==> src/inc/pscc_pkg.sv <==
// pscc_pkg: constants for the pll setup clock configuration block
// assumes a byte-wide register port and a single 125 MHz system clock
package pscc_pkg;
    // register addresses
    localparam logic [7:0] ADDR_BYTE0 = 8'hD5;
    localparam logic [7:0] ADDR_BYTE1 = 8'hD6;
    localparam logic [7:0] ADDR_BYTE2 = 8'hD7;
    localparam logic [7:0] ADDR_BYTE3 = 8'hDB;
    localparam logic [7:0] ADDR_BYTE4 = 8'hDD;
    localparam logic [7:0] ADDR_STATUS = 8'hDE;
    localparam logic [7:0] ADDR_MASK = 8'hDF;
    // reset values
    localparam logic [7:0] RST_BYTE0 = 8'h2C;
    localparam logic [7:0] RST_BYTE1 = 8'h01;
    localparam logic [7:0] RST_BYTE2 = 8'h00;
    localparam logic [7:0] RST_BYTE3 = 8'h02;
    localparam logic [7:0] RST_BYTE4 = 8'h08;
    localparam logic [2:0] RST_MASK = 3'h0;
    // field positions in the top byte
    localparam int B4_BUSY = 7;
    localparam int B4_STEP_HI = 6;
    localparam int B4_STEP_LO = 3;
    localparam int B4_PREDIV_HI = 1;
    localparam int B4_PREDIV_LO = 0;
    // field positions in the fourth byte
    localparam int B3_LIMIT_HI = 2;
    localparam int B3_LIMIT_LO = 1;
    localparam int B3_ORIGIN = 0;
    // field positions in the third byte
    localparam int B2_BYPASS = 7;
    localparam int B2_CPUDIV_HI = 6;
    localparam int B2_CPUDIV_LO = 4;
    localparam int B2_SYSSEL_HI = 2;
    localparam int B2_SYSSEL_LO = 0;
    // status and mask bit positions
    localparam int ST_APPLIED = 0;
    localparam int ST_LOCKED = 1;
    localparam int ST_UNLOCKED = 2;
    localparam int ST_W = 3;
    // lock limit arithmetic
    localparam logic [4:0] LOCK_BASE = 5'h08;
    // settle time after a write, and its count of clock cycles
    localparam int CLK_FREQ_MHZ = 125;
    localparam int APPLY_TIME_NS = 64;
    localparam int APPLY_CYC = (APPLY_TIME_NS * CLK_FREQ_MHZ + 999) / 1000;
    localparam int APPLY_W = $clog2(APPLY_CYC + 1);
    // divider width for reference and system selections
    localparam int DIV_W = 10;

    // reference pre-divider value, 1 when bypassed
    function automatic logic [DIV_W-1:0] pscc_ref_div(input logic [1:0] sel, input logic bypass);
        logic [DIV_W-1:0] v;
        v = 10'h200 >> sel;
        return bypass ? 10'h001 : v;
    endfunction : pscc_ref_div

    // divider on the 1 MHz oscillator for system clock codes 3..7
    function automatic logic [DIV_W-1:0] pscc_sys_div(input logic [2:0] sel);
        logic [DIV_W-1:0] v;
        v = 10'h001;
        case (sel)
            3'h3: v = 10'h008;
            3'h4: v = 10'h010;
            3'h5: v = 10'h020;
            3'h6: v = 10'h040;
            3'h7: v = 10'h100;
            default: v = 10'h001;
        endcase
        return v;
    endfunction : pscc_sys_div

    // cpu divider, reserved code 7 held at divide by 7
    function automatic logic [2:0] pscc_cpu_div(input logic [2:0] code);
        return (code == 3'h7) ? 3'h7 : code + 3'h1;
    endfunction : pscc_cpu_div

    // lock limit in reference cycles
    function automatic logic [4:0] pscc_lock_limit(input logic [1:0] lim);
        return {1'b0, lim, 2'b00} + LOCK_BASE;
    endfunction : pscc_lock_limit
endpackage : pscc_pkg

==> src/hdl/pscc_tick_div.sv <==
// pscc_tick_div: divides a stream of one-cycle ticks by a programmable value
// assumes tick_i is a one-cycle pulse synchronous to clk_sys_i
`timescale 1ns/100ps
module pscc_tick_div
    import pscc_pkg::*;
#(
    parameter int WIDTH = DIV_W
) (
    // clock and reset
    input wire logic clk_sys_i,
    input wire logic rst_b_i,
    input wire logic ce_i,
    // ticks
    input wire logic tick_i,
    input wire logic [WIDTH-1:0] div_i,
    output logic tick_o
);
    typedef struct packed {
        logic [WIDTH-1:0] cnt;
        logic tick;
    } pscc_div_s;

    pscc_div_s st;
    pscc_div_s next_st;
    logic [WIDTH:0] h_seen;

    // count input ticks, emit one every div_i of them
    always_comb begin
        next_st = st;
        next_st.tick = 1'b0;
        if (tick_i) begin
            if ({1'b0, st.cnt} + 1'b1 >= {1'b0, div_i}) begin
                next_st.cnt = '0;
                next_st.tick = 1'b1;
            end else begin
                next_st.cnt = st.cnt + 1'b1;
            end
        end
    end

    // state register, frozen while ce_i is low
    always_ff @(posedge clk_sys_i or negedge rst_b_i) begin
        if (!rst_b_i) begin
            st <= '0;
        end else if (ce_i) begin
            st <= next_st;
        end
    end

    assign tick_o = st.tick;

    // helper: input ticks seen since the last output tick
    always_ff @(posedge clk_sys_i or negedge rst_b_i) begin
        if (!rst_b_i) begin
            h_seen <= '0;
        end else if (ce_i && tick_i) begin
            h_seen <= next_st.tick ? '0 : h_seen + 1'b1;
        end
    end
endmodule : pscc_tick_div

==> src/hdl/pscc_core.sv <==
// pscc_core: 40-bit pll setup register with busy flag, clock selection and lock detect
// assumes ticks and strobes are synchronous to clk_sys_i; the pll analog core is outside
// Overview of operation
// - the setup is one 40-bit value; top byte holds busy, lock step, pre-divider select
// - any write to a setup byte sets the read-only busy flag in top bit
// - busy clears by itself once the new setup has been applied
// - lock is declared when in-range reference cycles reach limit times four plus eight
// - reference comes from the crystal when origin bit is zero, else 1 MHz oscillator
// - bypass bit one skips the pre-divider, zero applies the selected division
// - cpu clock is system clock divided by code plus one; code 111 unused
// - all 40 bits take effect together only on a write to the top byte
// - system clock code picks oscillator, crystal, pll, or oscillator divided 8..256
// - pll system clock is reference times multiplier over the pre-divider unless bypassed
//
// Chosen here: the strobed register port.
`timescale 1ns/100ps
module pscc_core
    import pscc_pkg::*;
(
    // clock, reset, enable
    input wire logic clk_sys_i,
    input wire logic rst_b_i,
    input wire logic ce_i,
    // register port
    input wire logic [7:0] addr_i,
    input wire logic [7:0] wdata_i,
    input wire logic wr_i,
    input wire logic rd_i,
    output logic [7:0] rdata_o,
    // interrupt
    output logic irq_o,
    // clock source ticks and pll feedback
    input wire logic crystal_pins_tick_i,
    input wire logic osc_tick_i,
    input wire logic pll_tick_i,
    input wire logic pll_in_range0_i,
    // derived clocks and status
    output logic ref_div_tick_o,
    output logic sys_clk_tick_o,
    output logic cpu_clk_tick_o,
    output logic pll_locked_o,
    output logic pll_update_pending_o,
    // applied setup towards the pll core
    output logic [15:0] pll_multiplier_o,
    output logic [3:0] lock_step_sel_low_o,
    output logic ref_origin_sel_o,
    output logic [2:0] system_clock_select_o
);
    typedef struct packed {
        logic [7:0] b0;
        logic [7:0] b1;
        logic [7:0] b2;
        logic [7:0] b3;
        logic [7:0] b4;
        logic [39:0] active;
        logic busy;
        logic [APPLY_W-1:0] apply_cnt;
        logic [4:0] lock_cnt;
        logic locked;
        logic [ST_W-1:0] status;
        logic [ST_W-1:0] mask;
        logic [7:0] rdata;
    } pscc_state_s;

    pscc_state_s st;
    pscc_state_s next_st;
    logic [ST_W-1:0] ev;
    logic wr_hit;
    logic top_wr;
    logic [7:0] a_b2;
    logic [7:0] a_b3;
    logic [7:0] a_b4;
    logic ref_tick;
    logic osc_div_tick;
    logic [4:0] limit;

    // applied setup bytes
    assign a_b2 = st.active[23:16];
    assign a_b3 = st.active[31:24];
    assign a_b4 = st.active[39:32];

    // reference origin select
    assign ref_tick = a_b3[B3_ORIGIN] ? osc_tick_i : crystal_pins_tick_i;

    // reference pre-divider, bypass forces divide by one
    pscc_tick_div #(.WIDTH(DIV_W)) u_ref_div (
        .clk_sys_i(clk_sys_i),
        .rst_b_i(rst_b_i),
        .ce_i(ce_i),
        .tick_i(ref_tick),
        .div_i(pscc_ref_div(a_b4[B4_PREDIV_HI:B4_PREDIV_LO], a_b2[B2_BYPASS])),
        .tick_o(ref_div_tick_o)
    );

    // oscillator divider for the slow system clock codes
    pscc_tick_div #(.WIDTH(DIV_W)) u_osc_div (
        .clk_sys_i(clk_sys_i),
        .rst_b_i(rst_b_i),
        .ce_i(ce_i),
        .tick_i(osc_tick_i),
        .div_i(pscc_sys_div(a_b2[B2_SYSSEL_HI:B2_SYSSEL_LO])),
        .tick_o(osc_div_tick)
    );

    // system clock source select
    always_comb begin
        unique case (a_b2[B2_SYSSEL_HI:B2_SYSSEL_LO])
            3'h0: sys_clk_tick_o = osc_tick_i;
            3'h1: sys_clk_tick_o = crystal_pins_tick_i;
            3'h2: sys_clk_tick_o = pll_tick_i;
            3'h3, 3'h4, 3'h5, 3'h6, 3'h7: sys_clk_tick_o = osc_div_tick;
        endcase
    end

    // cpu clock divider on the system clock
    pscc_tick_div #(.WIDTH(3)) u_cpu_div (
        .clk_sys_i(clk_sys_i),
        .rst_b_i(rst_b_i),
        .ce_i(ce_i),
        .tick_i(sys_clk_tick_o),
        .div_i(pscc_cpu_div(a_b2[B2_CPUDIV_HI:B2_CPUDIV_LO])),
        .tick_o(cpu_clk_tick_o)
    );

    assign limit = pscc_lock_limit(a_b3[B3_LIMIT_HI:B3_LIMIT_LO]);
    assign wr_hit = wr_i && (addr_i inside {ADDR_BYTE0, ADDR_BYTE1, ADDR_BYTE2, ADDR_BYTE3, ADDR_BYTE4});
    assign top_wr = wr_i && addr_i == ADDR_BYTE4;

    // next state: register writes, busy timer, lock detect, reads, status
    always_comb begin
        next_st = st;
        ev = '0;
        next_st.rdata = 8'h00;
        if (wr_i) begin
            case (addr_i)
                ADDR_BYTE0: next_st.b0 = wdata_i;
                ADDR_BYTE1: next_st.b1 = wdata_i;
                ADDR_BYTE2: next_st.b2 = wdata_i;
                ADDR_BYTE3: next_st.b3 = wdata_i;
                ADDR_BYTE4: begin
                    next_st.b4 = {1'b0, wdata_i[6:0]};
                    next_st.active = {1'b0, wdata_i[6:0], st.b3, st.b2, st.b1, st.b0};
                end
                ADDR_MASK: next_st.mask = wdata_i[ST_W-1:0];
                default: ;
            endcase
        end
        // busy flag and settle timer
        if (wr_hit) begin
            next_st.busy = 1'b1;
            next_st.apply_cnt = APPLY_W'(APPLY_CYC);
        end else if (st.busy) begin
            if (st.apply_cnt <= APPLY_W'(1)) begin
                next_st.busy = 1'b0;
                next_st.apply_cnt = '0;
                ev[ST_APPLIED] = 1'b1;
            end else begin
                next_st.apply_cnt = st.apply_cnt - 1'b1;
            end
        end
        // lock detect on divided reference cycles
        if (top_wr) begin
            next_st.lock_cnt = '0;
            next_st.locked = 1'b0;
            ev[ST_UNLOCKED] = st.locked;
        end else if (ref_div_tick_o) begin
            if (!pll_in_range0_i) begin
                next_st.lock_cnt = '0;
                next_st.locked = 1'b0;
                ev[ST_UNLOCKED] = st.locked;
            end else if (!st.locked) begin
                if (st.lock_cnt + 5'h01 >= limit) begin
                    next_st.locked = 1'b1;
                    next_st.lock_cnt = limit;
                    ev[ST_LOCKED] = 1'b1;
                end else begin
                    next_st.lock_cnt = st.lock_cnt + 5'h01;
                end
            end
        end
        // read data for the next cycle
        if (rd_i) begin
            case (addr_i)
                ADDR_BYTE0: next_st.rdata = st.b0;
                ADDR_BYTE1: next_st.rdata = st.b1;
                ADDR_BYTE2: next_st.rdata = st.b2;
                ADDR_BYTE3: next_st.rdata = st.b3;
                ADDR_BYTE4: next_st.rdata = {st.busy, st.b4[6:0]};
                ADDR_STATUS: next_st.rdata = {5'h00, st.status};
                ADDR_MASK: next_st.rdata = {5'h00, st.mask};
                default: next_st.rdata = 8'h00;
            endcase
        end
        // sticky status, a new event wins over the read clear
        next_st.status = ((rd_i && addr_i == ADDR_STATUS) ? '0 : st.status) | ev;
    end

    // state register, frozen while ce_i is low
    always_ff @(posedge clk_sys_i or negedge rst_b_i) begin
        if (!rst_b_i) begin
            st <= '0;
            st.b0 <= RST_BYTE0;
            st.b1 <= RST_BYTE1;
            st.b2 <= RST_BYTE2;
            st.b3 <= RST_BYTE3;
            st.b4 <= RST_BYTE4;
            st.active <= {RST_BYTE4, RST_BYTE3, RST_BYTE2, RST_BYTE1, RST_BYTE0};
            st.mask <= RST_MASK;
        end else if (ce_i) begin
            st <= next_st;
        end
    end

    // outputs
    assign rdata_o = st.rdata;
    assign irq_o = |(st.status & st.mask);
    assign pll_locked_o = st.locked;
    assign pll_update_pending_o = st.busy;
    assign pll_multiplier_o = st.active[15:0];
    assign lock_step_sel_low_o = a_b4[B4_STEP_HI:B4_STEP_LO];
    assign ref_origin_sel_o = a_b3[B3_ORIGIN];
    assign system_clock_select_o = a_b2[B2_SYSSEL_HI:B2_SYSSEL_LO];
endmodule : pscc_core

==> config.mk <==
export PLATFORM = sky130hd
export DESIGN_NAME = pscc_core
export DESIGN_NICKNAME = d
export VERILOG_FILES = /design/src/inc/pscc_pkg.sv /design/src/hdl/pscc_tick_div.sv /design/src/hdl/pscc_core.sv
export SDC_FILE = /design/constraint.sdc
export NUM_CORES = 1
export LEC_CHECK = 0
export ABC_AREA = 1
export BUFFER_PORTS_ARGS = -buffer_cell sky130_fd_sc_hd__buf_2
export CORE_AREA = 8 8 123 125
export DETAILED_ROUTE_END_ITERATION = 6
export DIE_AREA = 0 0 131 133
export MAX_ROUTING_LAYER = met4
export PLACE_DENSITY = 0.68
export SKIP_CTS_REPAIR_TIMING = 1
export SKIP_LAST_GASP = 1
export SLEW_MARGIN = 30
export SYNTH_ARGS = -nofsm -noshare
export SYNTH_HDL_FRONTEND = slang
export SYNTH_SLANG_ARGS = --single-unit
==> constraint.sdc <==
create_clock -name clk_sys_i -period 2.9 [get_ports clk_sys_i]
set_input_delay 0.29 -clock clk_sys_i [delete_from_list [all_inputs] [get_ports clk_sys_i]]
set_output_delay 0.29 -clock clk_sys_i [all_outputs]
set_load 0.005 [all_outputs]
Yosys cells after proc, flatten, opt, wreduce, memory -nomap -nowiden:

Index checks and enable logic that the tools add are counted.
Widths: inputs -> output; s select.

* register bits after elaboration: 129
* input bits: 25
* output and inout bits: 38

* add/subtract/negate cells: 10
* $lt $le $gt $ge: 5
* equality and inequality tests: 16
* shifts and indexed selects: 1
* multiplexer cells: 36
* bitwise gates (word level): 2
* reduce and logical (&&, ||, !) cells: 21

Operators by type and width (count)
* $eq 8x8->1 const B: 7
* $pmux 8 s7: 1
* $pmux 9 s5: 1
* $mux 10: 3
* $mux 6: 4
* $add 10x1->11 const B: 2
* $reduce_and 3->1: 7
* $add 10x1->10 const B: 2
* $mux 1: 17
* $eq 3x3->1 const B: 5
* $mux 5: 3
* $ge 11x10->1: 1
* $ge 11x9->1: 1
* $reduce_and 2->1: 5
* $shr 10x2->10 const A: 1
* $mux 3: 3
* $mux 8: 1
* $add 3x1->3 const B: 2
* $eq 3x2->1 const B: 2
* $add 4x4->5 const B: 1
* $add 5x1->5 const B: 1
* $ge 5x5->1: 1
* $reduce_bool 5->1: 1
* $reduce_or 5->1: 1
* other kinds (15): 18

Logic depth before layout (Yosys ltp):

Gate-level depths: netlist (run 1).

* word-level depth: 8
* depth in mapped cells: 17
* depth with buffers taken out: 16

Modules after synthesis:

From an unflattened synthesis (run 1), not the netlist that was laid out.

* cell total of the unflattened synthesis: 925
* area total of the unflattened synthesis: 6930.4 um^2

Modules (own cells, without submodules)
* pscc_core: instances 1, cells an instance 590, area an instance 4662.0 um^2, sequential area each 2265.9 um^2
* pscc_tick_div (u_osc_div ...): instances 2, cells an instance 149, area an instance 994.7 um^2, sequential area each 275.3 um^2
* pscc_tick_div (u_cpu_div): instances 1, cells an instance 37, area an instance 279.0 um^2, sequential area each 100.1 um^2

Worst setup path before layout (run 1):

No wires, ideal clock.

* path type: register to register
* from: register u_ref_div.st[1] in the netlist's numbering
* to: register u_ref_div.st (netlist bit u_ref_div.tick_o)
* setup time: 0.116 ns
* data arrival time: 2.267 ns
* required time: 2.784 ns
* setup slack: 0.517 ns
* stages on the path, launching flop included: 18
* cells stage by stage: dfrtp_1 -> ha_1 -> nand4_2 -> nor2_2 -> nand3_2 -> inv_2 -> nand2_1 -> and2_1 -> ha_1 -> nand2_1 -> inv_1 -> a221oi_1 -> nand2_1 -> inv_1 -> nand2_2 -> buf_6 -> nand2_2 -> nand2_1

* cells in the longest elaborated chain, start to end: 4

RTL lines
* from (decl): RTL line pscc_tick_div.sv:23 `pscc_div_s st;`
* from (signal assigned): RTL line pscc_tick_div.sv:46 `st <= next_st;`
* $add 10x1->11: RTL line pscc_tick_div.sv:32 `if ({1'b0, st.cnt} + 1'b1 >= {1'b0, div_i}) begin`
* $ge 11x10->1: RTL line pscc_tick_div.sv:32
* $mux 1: RTL line pscc_tick_div.sv:32
* $mux 1: RTL line pscc_tick_div.sv:31 `if (tick_i) begin`

No other way between the ends.
A chain may end at the register's enable or synchronous reset.

Worst setup path in the final report (run 1):

* from: register u_ref_div.st[2] in the netlist's numbering
* to: register u_ref_div.st[1] in the netlist's numbering

* cells in the longest elaborated chain, start to end: 3

RTL lines (RTL line)
* $add 10x1->11: pscc_tick_div.sv:32
* $ge 11x10->1: pscc_tick_div.sv:32
* $mux 10: pscc_tick_div.sv:32

No other way between the ends.

==> impl_metrics.sql, run 1 <==
INSERT INTO impl_metrics (metric_group, metric, value, unit) VALUES
('critical_path', 'critical_path_peak_fanout', '11', ''),
('critical_path', 'timing.rr.start', 'u_ref_div.st[2]', ''),
('final_layout', 'drive_gt1_share', '17.49', '%'),
('sta', 'grt_setup_unrepaired', 'false', ''),
('grt', 'grt-ovfl-total', '0', ''),
('floorplan', 'rows', '42', ''),
('grt', 'global_route.usage.total', '17.79', '%'),
('placed_design', 'placed_area', '6655', 'um^2'),
('routing', 'drt-wirelength-per-cell', '14.00', 'um'),
('logic_synthesis', 'async_flop_share', '100.0', '%'),
('logic_synthesis', 'ffs_latches_synth', '116', ''),
('floorplan', 'die_span_x', '131', 'um'),
('sta', 'tightestPinTransition', '0.6767', 'ns'),
('status', 'status', 'finished clean', ''),
('sta', 'fin_hold_ws', '0.2045', 'ns'),
('logic_synthesis', 'synth-edff-count', '0', ''),
('logic_synthesis', 'syn-cell-area', '6410', 'um^2'),
('routing', 'dr.pass1.iters', '4', ''),
('grt', 'grt_antenna_before_repair', '0', ''),
('placed_design', 'gpl.final_weighted_congestion', '0.8359', ''),
('grt', 'vias_in_the_first_global_route', '5011', ''),
('clock_network', 'worst_skew_late_latency', '0.41', 'ns'),
('critical_path', 'crit_path_launch_type', 'flip-flop', ''),
('critical_path', 'crit_type', 'flip-flop to flip-flop', ''),
('sta', 'slew_headroom', '54.84', '%'),
('sta', 'setup_viol', '0', ''),
('clock_network', 'clk_root_buffer_cell', 'clkbuf_16', ''),
('hold_path', 'hp-class', 'primary input to flip-flop', ''),
('sta', 'min_period_over_period', '89.94', '%'),
('final_layout', 'finalNetCount', '872', ''),
('clock_network', 'cts_tree', 'yes', ''),
('floorplan', 'num_ports', '63', ''),
('routing', 'drc_errors', '0', ''),
('clock_network', 'htreeDepth', '4', ''),
('hold_path', 'hp-start', 'wdata_i[7]', ''),
('critical_path', 'regToRegEndpoint', 'u_ref_div.st[1]', ''),
('sta', 'finClkSkew', '0.005453', 'ns'),
('logic_synthesis', 'yosysWarnings', '0', ''),
('sta', 'final_max_slew_viol_count', '0', ''),
('sta', 'clock.fmax', '383.4', 'MHz'),
('logic_synthesis', 'post_synth_inst_count', '785', ''),
('critical_path', 'cp-end-kind', 'flip-flop', ''),
('final_layout', 'final_common_cell', 'nand2_1', ''),
('routing', 'drt_first_iter_violations', '359', ''),
('placed_design', 'hpwl', '10190', 'um'),
('floorplan', 'floorplan.initialDensity', '48.99', '%'),
('clock_network', 'cts_inserted_buffers', '17', ''),
('floorplan', 'die-area', '17420', 'um^2'),
('routing', 'route.final.wire_length', '14150', 'um'),
('floorplan', 'die_height', '133', 'um'),
('sta', 'hold_viol_final', '0', ''),
('routing', 'post_drt_via_cell_ratio', '4.986', ''),
('placed_design', 'place.port_buffers', '62', ''),
('logic_synthesis', 'synth.largest_area_cell', 'dfrtp_1', ''),
('grt', 'pin_count_of_the_biggest_net_entering_global_routing', '70', ''),
('routing', 'final_antenna_net_count', '0', ''),
('critical_path', 'arrival', '2.93', 'ns'),
('logic_synthesis', 'synth-main-ff-cell', 'dfrtp_1', ''),
('routing', 'overall_via_count_from_detail_route', '5041', ''),
('hold_path', 'min_to', 'st[80]', ''),
('clock_network', 'cts.reportedPaths.clkPinSlew', '0.05', 'ns'),
('power_and_ir_drop', 'cellLeakagePower', '3.612', 'nW'),
('final_layout', 'layout.cells.most_common_list', 'nand2_1 (213), dfrtp_1 (105), inv_1 (100)', ''),
('final_layout', 'layout-area-overhead-vs-synth', '12.77', '%'),
('clock_network', 'clock_path_buffers', '2', ''),
('critical_path', 'required_time_at_the_worst_slack_endpoint', '3.23', 'ns'),
('power_and_ir_drop', 'power_per_cell_area', '622.3', 'nW/um^2'),
('logic_synthesis', 'synth-seq-area-share', '45.50', '%'),
('critical_path', 'r2r_setup_slack', '0.29', 'ns'),
('final_layout', 'antenna_cells', '0', ''),
('floorplan', 'coreArea', '13090', 'um^2');
[sequential cells by signal (all words and copies together) (netlist names), 2 cells and up]
signal,flops
u_osc_div.st,10
a_b3,2
pll_multiplier_o,16
a_b4,3
u_cpu_div.st,3
system_clock_select_o,3
a_b2,4
u_ref_div.st,10
rdata_o,8
st,47
lock_step_sel_low_o,4
[cell usage after synthesis, types with 2 or more instances]
master    instances
inv_2             3
o21ai_2           2
or2_2             3
nor2_2            2
xnor2_1           3
dfrtp_1         105
a21oi_2           7
nand3_1          46
o22ai_1          12
and2_1            2
mux2_4            8
o21ai_1          11
clkbuf_1          6
nand2_1         213
a21oi_1          20
mux2i_1           2
dfstp_2          11
nor2_4            2
nand4_1           6
nand2_2           5
nor2_1           29
ha_1             25
o21a_1            2
nor3_1            5
buf_2             7
buf_4            32
inv_1           100
buf_6             4
o21ai_0          86
nand3_2           4
xor2_1            9
[power breakdown]
part	switching (mW)	internal, mW
Sequential	0.125	1.74
Clock	0.720	1.27
Combinational	0.397	0.241
Total	1.24	3.26
[metrics by stage]
step	setup slack [ns]	power, mW	utilization (%)	instances
finish	0.2916	4.498	55.24	1011
floorplan	0.5173	2.340	-	785
global route	0.04565	4.728	55.24	1011
CTS	0.2334	4.532	55.16	1010
global placement	0.3889	2.514	50.86	978
detailed placement	0.2457	2.531	50.86	978
[worst max-delay path, stage by stage, from the launching register on]
cell and delay [ns]:
dfrtp_1 0.40, ha_1 0.25, nand4_2 0.16, nor2_2 0.15
nand3_2 0.10, inv_2 0.07, nand2_1 0.05, and2_1 0.14
ha_1 0.28, nand2_1 0.07, inv_1 0.04, a221oi_1 0.24
nand2_1 0.08, inv_1 0.06, nand2_2 0.20, o21ai_1 0.21
[metal layers]
layer / global-route usage [%] / up-vias / share of wire, %
met2: 28.13 / 87 / 47
met4: 5.488 / 0 / 1.2
met1: 22.46 / 2349 / 49
met5: - / - / 0
li1: - / 2591 / -
met3: 3.455 / 14 / 3.3
[area by class of cell]
class / instances / area, um^2
inverters: 105 / 395.4
well taps: 176 / 220.2
clock buffers: 21 / 450.4
clock inverters: 11 / 112.6
multi-input cells: 515 / 2755
repair buffers: 67 / 377.9
flip-flops and latches: 116 / 2917
fillers: 1215 / 5857
[worst max-delay path by stage]
| stage | from | endpoint | slack, ns | cells past startpoint |
|---|---|---|---|---|
| 3_3_place_gp | u_ref_div.st[2] | u_ref_div.st[1] | 0.39 | 15 |
| 4_1_cts | u_ref_div.st[2] | u_ref_div.st[1] | 0.23 | 15 |
| 6_report | u_ref_div.st[2] | u_ref_div.st[1] | 0.29 | 15 |
| 2_1_floorplan | u_ref_div.st[1] | u_ref_div.tick_o | 0.52 | 17 |
| 5_1_grt | u_ref_div.st[2] | u_ref_div.st[1] | 0.05 | 15 |
| 3_5_place_dp | u_ref_div.st[2] | u_ref_div.st[1] | 0.25 | 15 |
[cell families after synthesis]
group,count (synthesis),share of synthesized area [%]
xor gates and xnor gates,12,1.640
and+or+nand+nor,321,21.55
muxes,11,2.362
DFF,116,45.50
AOI/OAI and AO/OA,146,12.55
adders and majority gates,25,4.880
buffers and inverters,154,11.52
Note: power is estimated with default switching activity, not from simulation.
==> run 2, diff against run 1 <==
--- a/config.mk
+++ b/config.mk
@@ -7,13 +7,13 @@
 export LEC_CHECK = 0
 export ABC_AREA = 1
 export BUFFER_PORTS_ARGS = -buffer_cell sky130_fd_sc_hd__buf_2
-export CORE_AREA = 8 8 123 125
+export CORE_AREA = 8 8 136 113
+export CTS_CLUSTER_DIAMETER = 80
 export DETAILED_ROUTE_END_ITERATION = 6
-export DIE_AREA = 0 0 131 133
+export DIE_AREA = 0 0 144 121
 export MAX_ROUTING_LAYER = met4
 export PLACE_DENSITY = 0.68
 export SKIP_CTS_REPAIR_TIMING = 1
-export SKIP_LAST_GASP = 1
 export SLEW_MARGIN = 30
 export SYNTH_ARGS = -nofsm -noshare
 export SYNTH_HDL_FRONTEND = slang
==> impl_metrics.sql, run 2 (same netlist as run 1, synthesis figures left out) <==
INSERT INTO impl_metrics (metric_group, metric, value, unit) VALUES
('sta', 'grt_setup_unrepaired', 'false', ''),
('critical_path', 'required_time_at_the_worst_slack_endpoint', '3.24', 'ns'),
('final_layout', 'top_register', 'st', ''),
('sta', 'final_max_slew_viol_count', '0', ''),
('critical_path', 'critPathMostFrequentCell', 'nand2_1', ''),
('power_and_ir_drop', 'combinationalPowerShare', '13.4', '%'),
('critical_path', 'crit_path_launch_type', 'flip-flop', ''),
('clock_network', 'cts_inserted_buffers', '17', ''),
('grt', 'grt_antenna_before_repair', '0', ''),
('final_layout', 'layout-area-overhead-vs-synth', '14.05', '%'),
('clock_network', 'htreeDepth', '4', ''),
('floorplan', 'die-area', '17420', 'um^2'),
('power_and_ir_drop', 'clock_power_share', '48.1', '%'),
('sta', 'timing.final.crit_period', '2.607', 'ns'),
('critical_path', 'critical_path.cell_chain', 'ha_1 -> nand4_2 -> nor2_2 -> nand3_2 -> inv_2 -> nand2_1 -> and2_1 -> ha_1 -> nand2_1 -> inv_1 -> a221oi_1 -> nand2_1 -> inv_1 -> nand2_2 -> o21ai_0', ''),
('floorplan', 'rows', '38', ''),
('final_layout', 'layout.cells.most_common_list', 'nand2_1 (213), dfrtp_1 (105), inv_1 (100)', ''),
('sta', 'fin_tns_setup', '0', 'ns'),
('critical_path', 'max_stage_delay', '0.40', 'ns'),
('sta', 'hold_viol_final', '0', ''),
('clock_network', 'cts_tree', 'yes', ''),
('placed_design', 'gpl.final_weighted_congestion', '0.8108', ''),
('final_layout', 'drive_gt1_share', '17.72', '%'),
('power_and_ir_drop', 'cellLeakagePower', '3.650', 'nW'),
('floorplan', 'die_span_x', '144', 'um'),
('power_and_ir_drop', 'switching_power', '1.325', 'mW'),
('hold_path', 'min_to', 'st[80]', ''),
('power_and_ir_drop', 'power.share.sequential', '38.5', '%'),
('placed_design', 'hpwl', '10130', 'um'),
('critical_path', 'critPathLaunch', 'u_ref_div.st[2]', ''),
('sta', 'min_period_over_period', '89.89', '%'),
('routing', 'route.final.wire_length', '14510', 'um'),
('grt', 'global_route.usage.total', '18.29', '%'),
('routing', 'drt_first_iter_violations', '294', ''),
('grt', 'vias_in_the_first_global_route', '4886', ''),
('routing', 'drc_errors', '0', ''),
('status', 'status', 'finished clean', ''),
('critical_path', 'timing.rr.start', 'u_ref_div.st[2]', ''),
('routing', 'route.top_layer_used', 'met4', ''),
('critical_path', 'critical-path-slowest-cell', 'dfrtp_1', ''),
('floorplan', 'die_height', '121', 'um'),
('clock_network', 'clk_root_buffer_cell', 'clkbuf_16', ''),
('critical_path', 'critical_path_peak_fanout', '11', ''),
('power_and_ir_drop', 'power_per_cell_area', '662.1', 'nW/um^2'),
('routing', 'drt-wirelength-per-cell', '14.29', 'um'),
('routing', 'dr.pass1.iters', '5', ''),
('floorplan', 'floorplan.initialDensity', '48.67', '%'),
('power_and_ir_drop', 'p_int', '3.515', 'mW'),
('hold_path', 'hp-class', 'primary input to flip-flop', ''),
('power_and_ir_drop', 'power', '4.840', 'mW'),
('clock_network', 'cts.reportedPaths.clkPinSlew', '0.06', 'ns'),
('hold_path', 'hp-start', 'wdata_i[7]', ''),
('clock_network', 'worst_skew_late_latency', '0.43', 'ns'),
('critical_path', 'worstRegToRegCells', '15', ''),
('grt', 'grt-ovfl-total', '0', ''),
('sta', 'tightestPinTransition', '0.7753', 'ns'),
('placed_design', 'place.port_buffers', '62', ''),
('floorplan', 'coreArea', '13170', 'um^2'),
('floorplan', 'num_ports', '63', ''),
('grt', 'grt_first_pass_wirelength', '24270', 'um'),
('power_and_ir_drop', 'switching_share_of_power', '27.38', '%'),
('sta', 'finClkSkew', '0.01163', 'ns'),
('job', 'maxCapViolCount', '0', ''),
('hold_path', 'worstHoldPathCells', '3', ''),
('critical_path', 'regToRegEndpoint', 'u_ref_div.st[1]', ''),
('routing', 'met3WireLength', '530', 'um'),
('routing', 'overall_via_count_from_detail_route', '5090', ''),
('routing', 'final_antenna_net_count', '0', ''),
('routing', 'route.layer.met1.wl', '7185', 'um'),
('sta', 'slew_headroom', '48.13', '%'),
('final_layout', 'max_ffs_per_register', '47', ''),
('critical_path', 'arrival', '2.95', 'ns'),
('power_and_ir_drop', 'peakVddDrop', '462.0', 'uV'),
('critical_path', 'r2r_setup_slack', '0.29', 'ns'),
('critical_path', 'crit_type', 'flip-flop to flip-flop', ''),
('clock_network', 'clock_path_buffers', '2', ''),
('final_layout', 'finalNetCount', '872', ''),
('routing', 'met2RoutedLength', '6563', 'um'),
('routing', 'post_drt_via_cell_ratio', '5.015', ''),
('clock_network', 'tritoncts_num_sinks', '116', ''),
('sta', 'setup_viol', '0', ''),
('final_layout', 'final_common_cell', 'nand2_1', ''),
('critical_path', 'cp-end-kind', 'flip-flop', ''),
('grt', 'pin_count_of_the_biggest_net_entering_global_routing', '67', ''),
('sta', 'clock.fmax', '383.6', 'MHz'),
('final_layout', 'antenna_cells', '0', '');
## run 2: routing by layer
| layer | vias to the layer above | GRT usage, % |
|---|---|---|
| met5 | - | - |
| met4 | 0 | 6.689 |
| met3 | 21 | 3.696 |
| met2 | 109 | 27.26 |
| met1 | 2377 | 24.24 |
| li1 | 2583 | - |
## run 2: metrics by stage
stage	util, %	hold WS, ns	cell area [um^2]	cells	setup slack [ns]
floorplan	-	-0.005591	6410	785	0.5173
global placement	50.48	0.3773	6648	982	0.3862
detailed placement	50.48	0.3676	6648	982	0.3200
CTS	55.43	-0.07134	7301	1014	0.3048
global route	55.51	0.2294	7311	1015	0.05491
finish	55.51	0.1897	7311	1015	0.2931
## run 2: critical path: cells and delay by family, from the launching register on
family / cells / cell delay [ns]
buf+inv: 3 / 0.16
compound gates: 2 / 0.45
fa+ha+maj: 2 / 0.54
flops: 1 / 0.40
simple gates: 8 / 0.97
## run 2: how the worst max path moves through the flow
stage | end | cells after the start
floorplan | u_ref_div.tick_o | 17
global placement | u_ref_div.st[1] | 15
detailed placement | u_ref_div.st[1] | 15
CTS | u_ref_div.st[1] | 15
global route | u_ref_div.tick_o | 16
finish | u_ref_div.st[1] | 15
## run 2: layout make-up
type                            count  area (um^2)
Fill cell                        1213         5859
Sequential cell                   116         2917
Multi-Input combinational cell    515         2755
Clock buffer                       18        429.2
Inverter                          105        395.4
Timing Repair Buffer               67        365.4
Tap cell                          180        225.2
Clock inverter                     14        224.0
## run 2: power by group through the flow
stage	Clock, mW	Sequential (mW)	Combinational, mW
after floorplan	0	1.87	0.474
after detailed placement	0	1.88	0.646
final	2.33	1.86	0.648
after CTS	2.36	1.86	0.655
after global placement	0	1.89	0.635
after global routing	2.43	1.88	0.768
